`src/inc/srfi_params.svh`:
```
`ifndef SRFI_PARAMS_SVH
`define SRFI_PARAMS_SVH
// Clock rate in Hz
`define SRFI_CLK_HZ 50000000
// Times in ms as printed (test pulse in us), with the macro that turns ms into cycle counts
`define SRFI_SUPPLY_LOSS_MS 20
`define SRFI_POWER_OFF_MS 1000
`define SRFI_DIGIT_FLASH_MS 1000
`define SRFI_SHORT_FLASH_MS 150
`define SRFI_OPEN_PAUSE_MS 2000
`define SRFI_DIGIT_PAUSE_MS 2000
`define SRFI_BLINK_HALF_MS 250
`define SRFI_INIT_MS 500
`define SRFI_TEST_PERIOD_MS 100
`define SRFI_TEST_PULSE_US 400
`define SRFI_MS_TO_CYC(ms) ((ms) * (`SRFI_CLK_HZ / 1000))
`define SRFI_SHORT_FLASHES 3
`define SRFI_MAX_DIGITS 4
`define SRFI_ZERO_FLASHES 16
// Codes for supply loss and mode change
`define SRFI_CODE_SUPPLY 16'h0082
`define SRFI_CODE_MODE 16'h0003
`endif

```
`src/inc/srfi_pkg.sv`:
```
package srfi_pkg;
  typedef enum logic [4:0] {
    SRFI_INIT = 5'h01,
    SRFI_WAIT_START = 5'h02,
    SRFI_RUN = 5'h04,
    SRFI_BAD_MODE = 5'h08,
    SRFI_FAULT = 5'h10
  } srfi_state_t;
  typedef enum logic [5:0] {
    SRFI_FC_SHORT_ON = 6'h01,
    SRFI_FC_SHORT_OFF = 6'h02,
    SRFI_FC_PAUSE = 6'h04,
    SRFI_FC_LONG_ON = 6'h08,
    SRFI_FC_LONG_OFF = 6'h10,
    SRFI_FC_IDLE = 6'h20
  } srfi_fc_state_t;
endpackage : srfi_pkg

```
`src/design/srfi_flash_code.sv`:
```
`timescale 1ns/1ps
`default_nettype none
`include "srfi_params.svh"
module srfi_flash_code #(
  parameter int SHORT_CYC = `SRFI_MS_TO_CYC(`SRFI_SHORT_FLASH_MS),
  parameter int PAUSE_CYC = `SRFI_MS_TO_CYC(`SRFI_OPEN_PAUSE_MS),
  parameter int GAP_CYC = `SRFI_MS_TO_CYC(`SRFI_DIGIT_PAUSE_MS),
  parameter int LONG_CYC = `SRFI_MS_TO_CYC(`SRFI_DIGIT_FLASH_MS)
) (
  input wire logic sys_clk_in,
  input wire logic rst_in,
  input wire logic run_in,
  input wire logic [15:0] code_in,
  output logic led_out
);
  initial begin
    if (SHORT_CYC < 1 || PAUSE_CYC < 1 || GAP_CYC < 1 || LONG_CYC <= SHORT_CYC) begin
      $error("srfi_flash_code: bad timing");
    end
  end
  // ****************************************
  // Sequencer
  // ****************************************
  srfi_pkg::srfi_fc_state_t st_reg;
  logic [31:0] tmr_reg;
  logic [4:0] cnt_reg;
  logic [1:0] dig_reg;
  logic [1:0] ndig;
  logic [3:0] cur_dig;
  logic [4:0] flashes;
  always_comb begin
    ndig = 2'h0;
    if (code_in[15:12] != 4'h0) ndig = 2'h3;
    else if (code_in[11:8] != 4'h0) ndig = 2'h2;
    else if (code_in[7:4] != 4'h0) ndig = 2'h1;
    cur_dig = code_in[{dig_reg, 2'b00} +: 4];
    flashes = (cur_dig == 4'h0) ? 5'(`SRFI_ZERO_FLASHES) : {1'b0, cur_dig};
  end
  always_ff @(posedge sys_clk_in or posedge rst_in) begin
    if (rst_in) begin
      st_reg <= srfi_pkg::SRFI_FC_IDLE;
      tmr_reg <= 32'h0;
      cnt_reg <= 5'h0;
      dig_reg <= 2'h0;
      led_out <= 1'b0;
    end else if (!run_in) begin
      st_reg <= srfi_pkg::SRFI_FC_IDLE;
      led_out <= 1'b0;
      // Drop a part-run count so the next frame opens at once
      tmr_reg <= 32'h0;
    end else if (tmr_reg != 32'h0) begin
      tmr_reg <= tmr_reg - 32'h1;
    end else begin
      case (st_reg)
        srfi_pkg::SRFI_FC_IDLE: begin
          st_reg <= srfi_pkg::SRFI_FC_SHORT_ON;
          led_out <= 1'b1;
          cnt_reg <= 5'h0;
          dig_reg <= ndig;
          tmr_reg <= 32'(SHORT_CYC - 1);
        end
        srfi_pkg::SRFI_FC_SHORT_ON: begin
          st_reg <= srfi_pkg::SRFI_FC_SHORT_OFF;
          led_out <= 1'b0;
          tmr_reg <= 32'(SHORT_CYC - 1);
        end
        srfi_pkg::SRFI_FC_SHORT_OFF: begin
          if (cnt_reg == 5'(`SRFI_SHORT_FLASHES - 1)) begin
            st_reg <= srfi_pkg::SRFI_FC_PAUSE;
            tmr_reg <= 32'(PAUSE_CYC - 1);
            cnt_reg <= 5'h0;
          end else begin
            st_reg <= srfi_pkg::SRFI_FC_SHORT_ON;
            led_out <= 1'b1;
            cnt_reg <= cnt_reg + 5'h1;
            tmr_reg <= 32'(SHORT_CYC - 1);
          end
        end
        srfi_pkg::SRFI_FC_PAUSE: begin
          st_reg <= srfi_pkg::SRFI_FC_LONG_ON;
          led_out <= 1'b1;
          tmr_reg <= 32'(LONG_CYC - 1);
        end
        srfi_pkg::SRFI_FC_LONG_ON: begin
          st_reg <= srfi_pkg::SRFI_FC_LONG_OFF;
          led_out <= 1'b0;
          cnt_reg <= cnt_reg + 5'h1;
          tmr_reg <= 32'(LONG_CYC - 1);
        end
        srfi_pkg::SRFI_FC_LONG_OFF: begin
          if (cnt_reg != flashes) begin
            st_reg <= srfi_pkg::SRFI_FC_LONG_ON;
            led_out <= 1'b1;
            tmr_reg <= 32'(LONG_CYC - 1);
          end else if (dig_reg != 2'h0) begin
            dig_reg <= dig_reg - 2'h1;
            cnt_reg <= 5'h0;
            st_reg <= srfi_pkg::SRFI_FC_PAUSE;
            tmr_reg <= 32'(GAP_CYC - 1);
          end else begin
            st_reg <= srfi_pkg::SRFI_FC_SHORT_ON;
            led_out <= 1'b1;
            cnt_reg <= 5'h0;
            dig_reg <= ndig;
            tmr_reg <= 32'(SHORT_CYC - 1);
          end
        end
        default: begin
          st_reg <= srfi_pkg::SRFI_FC_IDLE;
          led_out <= 1'b0;
        end
      endcase
    end
  end
endmodule : srfi_flash_code
`default_nettype wire

```
`src/design/srfi_relay.sv`:
```
// Operation
// - At power-up detect operating mode during initialisation before normal operation.
// - Blink supply LED during initialisation.
// - Supply LED steady on when ready.
// - Supply LED blinks for unknown mode or pending start action.
// - Channel-one LED lit exactly while output one high; here the LED stays lit through the output's test pulses.
// - Channel-two LED lit exactly while output two high; here the LED stays lit through the output's test pulses.
// - Supply loss longer than 20 ms is an error.
// - On supply error drive outputs low and show error on LEDs.
// - Fault holds until supply removed for 1 s and restored.
// - Coded error begins with three short flashes then a pause.
// - Each digit shown as one-second flashes, count equals value.
// - At most four digits, separated by dark gaps.
// - Coded sequence repeats while the error is present.
// - Digits 1 to 15 flash that often; zero flashes sixteen times.
// - Digit flashes last one second; sequence ends with three shorts.
// - Channel LEDs alternate on open feedback or one open channel; here only open feedback while awaiting start or one open channel in run.
// - Outputs are checked with brief test pulses while high.
// - Valid OR link enables outputs regardless of input circuit.
// - Low AND link forces outputs low.
// - Mode change during operation enters fault with coded error.
// - Monitored start needs start pressed then released.
`timescale 1ns/1ps
`default_nettype none
`include "srfi_params.svh"
module srfi_relay #(
  parameter int SUPPLY_LOSS_CYC = `SRFI_MS_TO_CYC(`SRFI_SUPPLY_LOSS_MS),
  parameter int POWER_OFF_CYC = `SRFI_MS_TO_CYC(`SRFI_POWER_OFF_MS),
  parameter int INIT_CYC = `SRFI_MS_TO_CYC(`SRFI_INIT_MS),
  parameter int BLINK_CYC = `SRFI_MS_TO_CYC(`SRFI_BLINK_HALF_MS),
  parameter int TEST_PERIOD_CYC = `SRFI_MS_TO_CYC(`SRFI_TEST_PERIOD_MS),
  parameter int TEST_PULSE_CYC = `SRFI_TEST_PULSE_US * (`SRFI_CLK_HZ / 1000000),
  parameter int SHORT_CYC = `SRFI_MS_TO_CYC(`SRFI_SHORT_FLASH_MS),
  parameter int PAUSE_CYC = `SRFI_MS_TO_CYC(`SRFI_OPEN_PAUSE_MS),
  parameter int GAP_CYC = `SRFI_MS_TO_CYC(`SRFI_DIGIT_PAUSE_MS),
  parameter int LONG_CYC = `SRFI_MS_TO_CYC(`SRFI_DIGIT_FLASH_MS)
) (
  input wire logic sys_clk_in,
  input wire logic rst_in,
  input wire logic supply_ok_in,
  input wire logic [1:0] mode_sel_in,
  input wire logic mode_valid_in,
  input wire logic ch1_closed_in,
  input wire logic ch2_closed_in,
  input wire logic feedback_closed_in,
  input wire logic start_in,
  input wire logic or_link_input_in,
  input wire logic and_link_input_in,
  output logic safety_out1_out,
  output logic safety_out2_out,
  output logic power_led_out,
  output logic channel_one_indicator_out,
  output logic channel_two_indicator_out,
  output logic fault_out
);
  initial begin
    if (SUPPLY_LOSS_CYC < 1 || POWER_OFF_CYC <= SUPPLY_LOSS_CYC || INIT_CYC < 1 ||
        BLINK_CYC < 1 || TEST_PULSE_CYC < 1 || TEST_PERIOD_CYC <= TEST_PULSE_CYC) begin
      $error("srfi_relay: bad timing");
    end
    if (SHORT_CYC >= LONG_CYC || PAUSE_CYC == LONG_CYC || GAP_CYC == LONG_CYC) begin
      $error("srfi_relay: flash timings must differ from digit flash");
    end
  end
  // ****************************************
  // Input synchronisers
  // ****************************************
  localparam int NSYNC = 10;
  logic [NSYNC-1:0] sy1_reg;
  logic [NSYNC-1:0] sy2_reg;
  always_ff @(posedge sys_clk_in or posedge rst_in) begin
    if (rst_in) begin
      sy1_reg <= '0;
      sy2_reg <= '0;
    end else begin
      sy1_reg <= {supply_ok_in, mode_sel_in, mode_valid_in, ch1_closed_in, ch2_closed_in,
                  feedback_closed_in, start_in, or_link_input_in, and_link_input_in};
      sy2_reg <= sy1_reg;
    end
  end
  logic s_sup, s_mval, s_c1, s_c2, s_fb, s_start, s_or, s_and;
  logic [1:0] s_mode;
  assign {s_sup, s_mode, s_mval, s_c1, s_c2, s_fb, s_start, s_or, s_and} = sy2_reg;
  // ****************************************
  // Supply monitor and fault latch
  // ****************************************
  logic [31:0] loss_reg;
  logic sup_fault_reg;
  logic mode_fault_reg;
  logic [15:0] code_reg;
  srfi_pkg::srfi_state_t st_reg;
  always_ff @(posedge sys_clk_in or posedge rst_in) begin
    if (rst_in) begin
      loss_reg <= 32'h0;
    end else if (s_sup) begin
      loss_reg <= 32'h0;
    end else if (loss_reg != 32'hFFFF_FFFF) begin
      loss_reg <= loss_reg + 32'h1;
    end
  end
  wire loss_err = (loss_reg >= 32'(SUPPLY_LOSS_CYC));
  wire power_cycle = s_sup && (loss_reg >= 32'(POWER_OFF_CYC));
  always_ff @(posedge sys_clk_in or posedge rst_in) begin
    if (rst_in) begin
      sup_fault_reg <= 1'b0;
    end else if (loss_err && !s_sup) begin
      sup_fault_reg <= 1'b1;
    end else if (power_cycle) begin
      sup_fault_reg <= 1'b0;
    end
  end
  // ****************************************
  // Operating state
  // ****************************************
  logic [31:0] init_reg;
  logic [1:0] mode_reg;
  logic start_seen_reg;
  logic run_ok;
  // Mode bit 1 selects monitored start; bit 0 selects start-up test
  always_ff @(posedge sys_clk_in or posedge rst_in) begin
    if (rst_in) begin
      st_reg <= srfi_pkg::SRFI_INIT;
      init_reg <= 32'h0;
      mode_reg <= 2'h0;
      start_seen_reg <= 1'b0;
      mode_fault_reg <= 1'b0;
    end else if (power_cycle) begin
      st_reg <= srfi_pkg::SRFI_INIT;
      init_reg <= 32'h0;
      mode_fault_reg <= 1'b0;
      start_seen_reg <= 1'b0;
    end else begin
      case (st_reg)
        srfi_pkg::SRFI_INIT: begin
          init_reg <= init_reg + 32'h1;
          if (init_reg >= 32'(INIT_CYC - 1)) begin
            mode_reg <= s_mode;
            st_reg <= s_mval ? srfi_pkg::SRFI_WAIT_START : srfi_pkg::SRFI_BAD_MODE;
          end
        end
        srfi_pkg::SRFI_BAD_MODE: begin
          st_reg <= srfi_pkg::SRFI_BAD_MODE;
        end
        srfi_pkg::SRFI_WAIT_START: begin
          if (s_start) begin
            start_seen_reg <= 1'b1;
          end
          if (!mode_reg[1] || (start_seen_reg && !s_start)) begin
            if (!mode_reg[0] || !(s_c1 || s_c2)) begin
              st_reg <= srfi_pkg::SRFI_RUN;
            end
          end
        end
        srfi_pkg::SRFI_RUN: begin
          if (s_mode != mode_reg || !s_mval) begin
            mode_fault_reg <= 1'b1;
            st_reg <= srfi_pkg::SRFI_FAULT;
          end
        end
        srfi_pkg::SRFI_FAULT: begin
          st_reg <= srfi_pkg::SRFI_FAULT;
        end
        default: begin
          st_reg <= srfi_pkg::SRFI_INIT;
        end
      endcase
      if (sup_fault_reg) begin
        st_reg <= srfi_pkg::SRFI_FAULT;
      end
    end
  end
  wire any_fault = sup_fault_reg || mode_fault_reg;
  // Coder starts one edge after the code latches, so no frame opens on a stale code
  logic code_run_reg;
  always_ff @(posedge sys_clk_in or posedge rst_in) begin
    if (rst_in) begin
      code_reg <= 16'h0;
      code_run_reg <= 1'b0;
    end else begin
      code_run_reg <= any_fault;
      if (sup_fault_reg) begin
        code_reg <= `SRFI_CODE_SUPPLY;
      end else if (mode_fault_reg) begin
        code_reg <= `SRFI_CODE_MODE;
      end
    end
  end
  // ****************************************
  // Output enable and test pulses
  // ****************************************
  logic [31:0] tp_reg;
  always_ff @(posedge sys_clk_in or posedge rst_in) begin
    if (rst_in) begin
      tp_reg <= 32'h0;
    end else if (tp_reg >= 32'(TEST_PERIOD_CYC - 1)) begin
      tp_reg <= 32'h0;
    end else begin
      tp_reg <= tp_reg + 32'h1;
    end
  end
  wire tp_low = (tp_reg < 32'(TEST_PULSE_CYC));
  wire local_ok = s_c1 && s_c2 && (st_reg == srfi_pkg::SRFI_RUN);
  always_comb begin
    run_ok = (local_ok || (s_or && st_reg == srfi_pkg::SRFI_RUN)) && s_and && !any_fault;
  end
  logic en_reg;
  always_ff @(posedge sys_clk_in or posedge rst_in) begin
    if (rst_in) begin
      en_reg <= 1'b0;
      safety_out1_out <= 1'b0;
      safety_out2_out <= 1'b0;
    end else begin
      en_reg <= run_ok;
      safety_out1_out <= run_ok && !tp_low;
      safety_out2_out <= run_ok && !tp_low;
    end
  end
  // ****************************************
  // Indicators
  // ****************************************
  logic [31:0] bl_reg;
  logic blink_reg;
  always_ff @(posedge sys_clk_in or posedge rst_in) begin
    if (rst_in) begin
      bl_reg <= 32'h0;
      blink_reg <= 1'b0;
    end else if (bl_reg >= 32'(BLINK_CYC - 1)) begin
      bl_reg <= 32'h0;
      blink_reg <= !blink_reg;
    end else begin
      bl_reg <= bl_reg + 32'h1;
    end
  end
  logic code_led;
  srfi_flash_code #(
    .SHORT_CYC(SHORT_CYC),
    .PAUSE_CYC(PAUSE_CYC),
    .GAP_CYC(GAP_CYC),
    .LONG_CYC(LONG_CYC)
  ) u_code (
    .sys_clk_in(sys_clk_in),
    .rst_in(rst_in),
    .run_in(code_run_reg),
    .code_in(code_reg),
    .led_out(code_led)
  );
  wire alt_req = (st_reg == srfi_pkg::SRFI_WAIT_START && !s_fb) ||
                 (st_reg == srfi_pkg::SRFI_RUN && (s_c1 != s_c2));
  always_ff @(posedge sys_clk_in or posedge rst_in) begin
    if (rst_in) begin
      power_led_out <= 1'b0;
      channel_one_indicator_out <= 1'b0;
      channel_two_indicator_out <= 1'b0;
      fault_out <= 1'b0;
    end else begin
      fault_out <= any_fault;
      power_led_out <= (st_reg == srfi_pkg::SRFI_RUN || st_reg == srfi_pkg::SRFI_FAULT) ?
                       s_sup : blink_reg;
      if (any_fault) begin
        channel_one_indicator_out <= code_led;
        channel_two_indicator_out <= 1'b0;
      end else if (alt_req) begin
        channel_one_indicator_out <= blink_reg;
        channel_two_indicator_out <= !blink_reg;
      end else begin
        channel_one_indicator_out <= en_reg;
        channel_two_indicator_out <= en_reg;
      end
    end
  end
  // ****************************************
  // Checks
  // ****************************************
  property p_and_low;
    @(posedge sys_clk_in) disable iff (rst_in)
      !s_and |=> !safety_out1_out && !safety_out2_out;
  endproperty
  a_and_low: assert property (p_and_low) else $error("and link low but output high");
  property p_fault_low;
    @(posedge sys_clk_in) disable iff (rst_in)
      sup_fault_reg |=> !safety_out1_out && !safety_out2_out;
  endproperty
  a_fault_low: assert property (p_fault_low) else $error("output high in fault");
  property p_loss;
    @(posedge sys_clk_in) disable iff (rst_in)
      !s_sup && loss_err |=> sup_fault_reg;
  endproperty
  a_loss: assert property (p_loss) else $error("supply loss not latched");
  property p_hold;
    @(posedge sys_clk_in) disable iff (rst_in)
      sup_fault_reg && !power_cycle |=> sup_fault_reg;
  endproperty
  a_hold: assert property (p_hold) else $error("fault cleared early");
  property p_init_blink;
    @(posedge sys_clk_in) disable iff (rst_in)
      st_reg == srfi_pkg::SRFI_INIT |=> power_led_out == $past(blink_reg);
  endproperty
  a_init_blink: assert property (p_init_blink) else $error("power led not blinking");
  property p_ready;
    @(posedge sys_clk_in) disable iff (rst_in)
      st_reg == srfi_pkg::SRFI_RUN && s_sup |=> power_led_out;
  endproperty
  a_ready: assert property (p_ready) else $error("power led not steady");
  property p_ch1;
    @(posedge sys_clk_in) disable iff (rst_in)
      !any_fault && !alt_req && !tp_low ##1 !any_fault && !alt_req |=>
        channel_one_indicator_out == $past(safety_out1_out);
  endproperty
  a_ch1: assert property (p_ch1) else $error("ch1 led mismatch");
  property p_ch2;
    @(posedge sys_clk_in) disable iff (rst_in)
      !any_fault && !alt_req && !tp_low ##1 !any_fault && !alt_req |=>
        channel_two_indicator_out == $past(safety_out2_out);
  endproperty
  a_ch2: assert property (p_ch2) else $error("ch2 led mismatch");
  property p_pulse;
    @(posedge sys_clk_in) disable iff (rst_in)
      run_ok && tp_low |=> !safety_out1_out;
  endproperty
  a_pulse: assert property (p_pulse) else $error("test pulse missing");
  property p_mode_fault;
    @(posedge sys_clk_in) disable iff (rst_in)
      st_reg == srfi_pkg::SRFI_RUN && s_mode != mode_reg && !power_cycle |=> mode_fault_reg;
  endproperty
  a_mode_fault: assert property (p_mode_fault) else $error("mode change not latched");
endmodule : srfi_relay
`default_nettype wire

```
`config.mk`:
```
export PLATFORM = sky130hd
export DESIGN_NAME = srfi_relay
export DESIGN_NICKNAME = d
export VERILOG_FILES = /design/src/inc/srfi_pkg.sv /design/src/design/srfi_flash_code.sv /design/src/design/srfi_relay.sv
export VERILOG_INCLUDE_DIRS = /design/src /design/src/inc
export SDC_FILE = /design/constraint.sdc
export NUM_CORES = 1
export LEC_CHECK = 0
export BUFFER_PORTS_ARGS = -buffer_cell sky130_fd_sc_hd__buf_2
export CAP_MARGIN = 20
export CELL_PAD_IN_SITES_DETAIL_PLACEMENT = 1
export CELL_PAD_IN_SITES_GLOBAL_PLACEMENT = 1
export CORE_ASPECT_RATIO = 0.6
export CORE_MARGIN = 2
export CORE_UTILIZATION = 54
export DETAILED_ROUTE_END_ITERATION = 7
export GPL_TIMING_DRIVEN = 0
export PLACE_DENSITY = 0.95
export SYNTH_ARGS = -nofsm -noshare
export SYNTH_HDL_FRONTEND = slang
export SYNTH_SLANG_ARGS = --single-unit
export TNS_END_PERCENT = 20
```
`constraint.sdc`:
```
create_clock -name sys_clk_in -period 17.5 [get_ports sys_clk_in]
set_input_delay 2.625 -clock sys_clk_in [delete_from_list [all_inputs] [get_ports sys_clk_in]]
set_output_delay 2.625 -clock sys_clk_in [all_outputs]
set_load 0.005 [all_outputs]
```
[Yosys cells after proc, flatten, opt, wreduce, memory -nomap -nowiden]
Cells that the tools add are included.
Storage, ports and cells
  flip-flop bits (word level): 227
  bits in latches: 0
  bits in writable memories: 0
  bits in read-only memories: 0
  output and inout port bits: 6
  memories: 0
Operators by class
  add/subtract/negate cells: 7
  multiply operators: 0
  divide/modulo/power cells: 0
  magnitude comparators: 6
  equal/unequal tests: 25
  shift operators: 1
  multiplexer cells: 57
  bitwise operators: 2
  reductions and logical operators: 55
Operators by type and width (count)
  $mux W32: 9
  $add A32 B1 Y32 const B: 4
  $pmux W32 S4: 1
  $mux W27: 2
  $mux W5: 9
  $pmux W6 S6: 1
  $ge A32 B20 Y1 const B: 1
  $ge A32 B23 Y1 const B: 1
  $ge A32 B24 Y1 const B: 1
  $ge A32 B25 Y1 const B: 1
  $ge A32 B26 Y1 const B: 1
  $lt A32 B15 Y1 const B: 1
  $mux W16: 2
  $ne A32 B32 Y1 const B: 1
  $reduce_bool A32 Y1: 1
  $sub A32 B1 Y32 const B: 1
  $pmux W5 S5: 1
  $pmux W5 S4: 1
  $reduce_bool A2 Y1: 10
  $mux W1: 19
  $mux W6: 3
  $ne A4 B4 Y1 const B: 4
  $reduce_bool A4 Y1: 4
  $shiftx A16 B5 Y4: 1
  34 further kinds: 73

[Depth between registers and ports, before layout]
  depth in word-level cells: 8
  gate-level depth with buffers: 10
  mapped depth without buffers: 8

[Modules after synthesis]
From an unflattened synthesis, not the netlist that was laid out.
Second synthesis, totals
  cell total of the unflattened synthesis: 1122
  area total of the unflattened synthesis: 10769.1 sq um
Modules (own cells, without submodules)
  srfi_relay: instances 1, cells each 798, area each 7882.6 sq um
  srfi_flash_code: instances 1, cells each 324, area each 2886.5 sq um

[Worst setup path before layout]
Ideal clock, no wire load.
  path type: reg2out
  from: register safety_out2_out
  to: output safety_out2_out
  arrival time: 0.498 ns
  required time: 14.875 ns
  path slack: 14.377 ns
  cell stages (with the launch flop): 2
  path buffers: 1
  cells stage by stage: dfrtp_1 buf_4
RTL lines
  start, declared: line srfi_relay.sv:50  | output logic safety_out2_out,
  start signal, assigned: line srfi_relay.sv:215  | safety_out2_out <= run_ok && !tp_low;
No word-level cell between the ends.

[Worst setup path after layout]
  from: register safety_out2_out
  to: output safety_out2_out
No word-level cell between the ends.

==> flow_summary.json <==
{
  "netlist_top_cells_area": "dfrtp_1 51%, xnor2_1 6.0%, nor2_1 5.8%",
  "tns_ps": 0,
  "drc": 0,
  "final_cell_mix": "212 x dfrtp_1, 161 x nor2_1, 71 x nor3_1, 71 x nand2_1, 71 x xnor2_1",
  "hold_end": "sy2_reg[2]",
  "crit_path_end_kind": "output port",
  "min_path_cells": 0,
  "status": "finished, final reports clean",
  "hold_class": "flip-flop to flip-flop",
  "cts_tree": "yes",
  "initial_core_util_pct": 54.8,
  "grt.overflow.total": 0,
  "min_from": "sy1_reg[2]",
  "r2r-start": "loss_reg[24]",
  "hold_viol_final": 0,
  "area_growth_pct": 11.8,
  "setup_viol": 0,
  "grt_max_degree": 127,
  "yosys.area.top_type": "dfrtp_1",
  "ant_nets": 0,
  "rsz0062_at_grt": "false",
  "post-route-util_pct": 61.3,
  "irDropWorstVdd_v": 0.0000728,
  "post_cts_resize_count": 0,
  "rows": 39,
  "reg2reg_to": "loss_reg[14]",
  "maxSlewHeadroom_pct": 37.7,
  "vias": 8828,
  "gp_congestion": 0.892,
  "core_um2": 19000,
  "regArea_um2": 5360,
  "dp_hpwl_um": 19500,
  "clk_transition_reported_paths_ps": 80,
  "required_ps": 14880,
  "synth_edf_count": 0,
  "cp.arrival_ps": 1130,
  "first_pass_iters": 5,
  "cp_max_fo": 2,
  "tightest_slew_ps": 926,
  "syn_area_per_cell_um2": 9.59,
  "wl_per_cell_um": 21.5,
  "cts_sinks": 214,
  "first_global_vias": 9267,
  "cts_buffer_depth": 3,
  "multiInputGateArea_um2": 4840,
  "ys_seq_elements": 214,
  "grt.total_usage_pct": 30.7,
  "critPathKind": "flip-flop to output port",
  "skew_ps": 17.8,
  "reg2regPathDepth": 9,
  "slew_violations": 0,
  "cts_setup_buffers": 0,
  "yosysTopAreaCellShare_pct": 51.0,
  "clk_latency_ps": 520,
  "power.density_nw_per_um2": 87.5,
  "cap_violations": 0,
  "grt_pass1_wl_um": 49800,
  "drt_iter0_drc": 834,
  "synthCells": 1086,
  "portBuffers": 17,
  "dieHeight_um": 112,
  "reg2reg_slack_ps": 14450,
  "ys_types": 62,
  "die_area_um2": 20400,
  "die_w_um": 183,
  "finalCritPeriodShare_pct": 21.5,
  "fmax_mhz": 266,
  "antenna_found_initial": 0,
  "async_flop_share_pct": 100,
  "n_fill_cell": 2103,
  "leakage_nw": 5.10,
  "cts.root.buffer_cell": "clkbuf_16",
  "routed_wl_um": 30200,
  "period_needed_ps": 3760,
  "synth_area_um2": 10400,
  "ctsHtreeMaxLevel": 1,
  "vias_per_cell": 6.28,
  "yosys_warnings": 0,
  "cts-buffers-inserted": 21,
  "worstSetupStartpointType": "flip-flop",
  "hold_buffers": 0,
  "yosysSeqAreaShare_pct": 51.5,
  "final_common_cell": "dfrtp_1",
  "fin_nets": 1167,
  "diodes": 0,
  "drive_above_1_share_pct": 6.64,
  "synthFlopType": "dfrtp_1",
  "pin_count": 18
}
==> metal layers <==
metal | GRT usage [%] | up-vias | part of all wire [%]
li1 | - | 3927 | -
met1 | 44.0 | 4506 | 45
met2 | 47.8 | 312 | 46
met3 | 5.14 | 83 | 5.5
met4 | 10.4 | 0 | 3.4
met5 | 0 | - | 0
==> cell usage after synthesis (all sizes together), types with 9 or more instances <==
master / n
dfrtp: 212
nor2: 161
nand2: 71
nor3: 71
xnor2: 71
xor2: 51
a21oi: 50
nand3: 48
o21ai: 38
nand4: 36
clkbuf: 34
inv: 30
and3: 25
nor4: 22
or3: 18
or4: 14
ha: 11
a211oi: 10
and4: 10
nor2b: 9
==> layout make-up <==
type	instances	share of cell area (%)
buffer	39	1.34
clock buffer	30	5.41
clock inverter	8	0.892
inverter	30	1.05
multi-input combinational	819	41.6
sequential	214	46.0
tap	246	2.65
timing repair buffer	19	1.01
==> worst max-delay path: stages, from the launching register on <==
cell	delay [ps]
dfrtp_1	380
buf_4	130
buf_2	110
==> worst max path at each step <==
stage                     from              end  cells after the start  slack (ps)
2_1_floorplan           rst_in        bl_reg[0]                      1        9030
3_3_place_gp            rst_in     init_reg[18]                      2        6790
3_5_place_dp            rst_in     init_reg[18]                      3       13680
4_1_cts        safety_out2_out  safety_out2_out                      2       13730
5_1_grt        safety_out2_out  safety_out2_out                      2       13720
6_report       safety_out2_out  safety_out2_out                      2       13740
==> per-stage QoR <==
step / hold slack [ps] / power [W] / cell area (um2) / instances / setup slack (ps)
floorplan: 331 / 0.000523 / 10500 / 1102 / 9030
global placement: 334 / 0.000530 / 10900 / 1365 / 6790
detailed placement: 336 / 0.000533 / 10900 / 1367 / 13680
CTS: 346 / 0.00102 / 11600 / 1405 / 13730
global route: 346 / 0.00105 / 11600 / 1405 / 13720
finish: 349 / 0.00102 / 11600 / 1405 / 13740
==> kinds of logic (layout without fill, tap and decap cells) <==
logic type,after synthesis,count (layout),share of synthesized area (%)
AND/OR/NAND/NOR,520,520,25.3
flip-flops,214,214,51.5
AO/OA/AOI/OAI,143,143,8.39
XOR/XNOR,122,122,10.3
buffers and inverters,69,126,2.61
adder cells (fa/ha/maj),11,11,1.32
multiplexers,6,6,0.613
other,1,17,0.0360
==> report_power, final <==
| group | switching (W) | internal, W | leakage (nW) |
|---|---|---|---|
| clock | 0.000212 | 0.000282 | 0.361 |
| combinational | 0.0000157 | 0.00000419 | 1.86 |
| sequential | 0.00000399 | 0.000500 | 2.88 |
| total | 0.000231 | 0.000786 | 5.10 |
No activity file was read; power rests on OpenSTA's default activity.
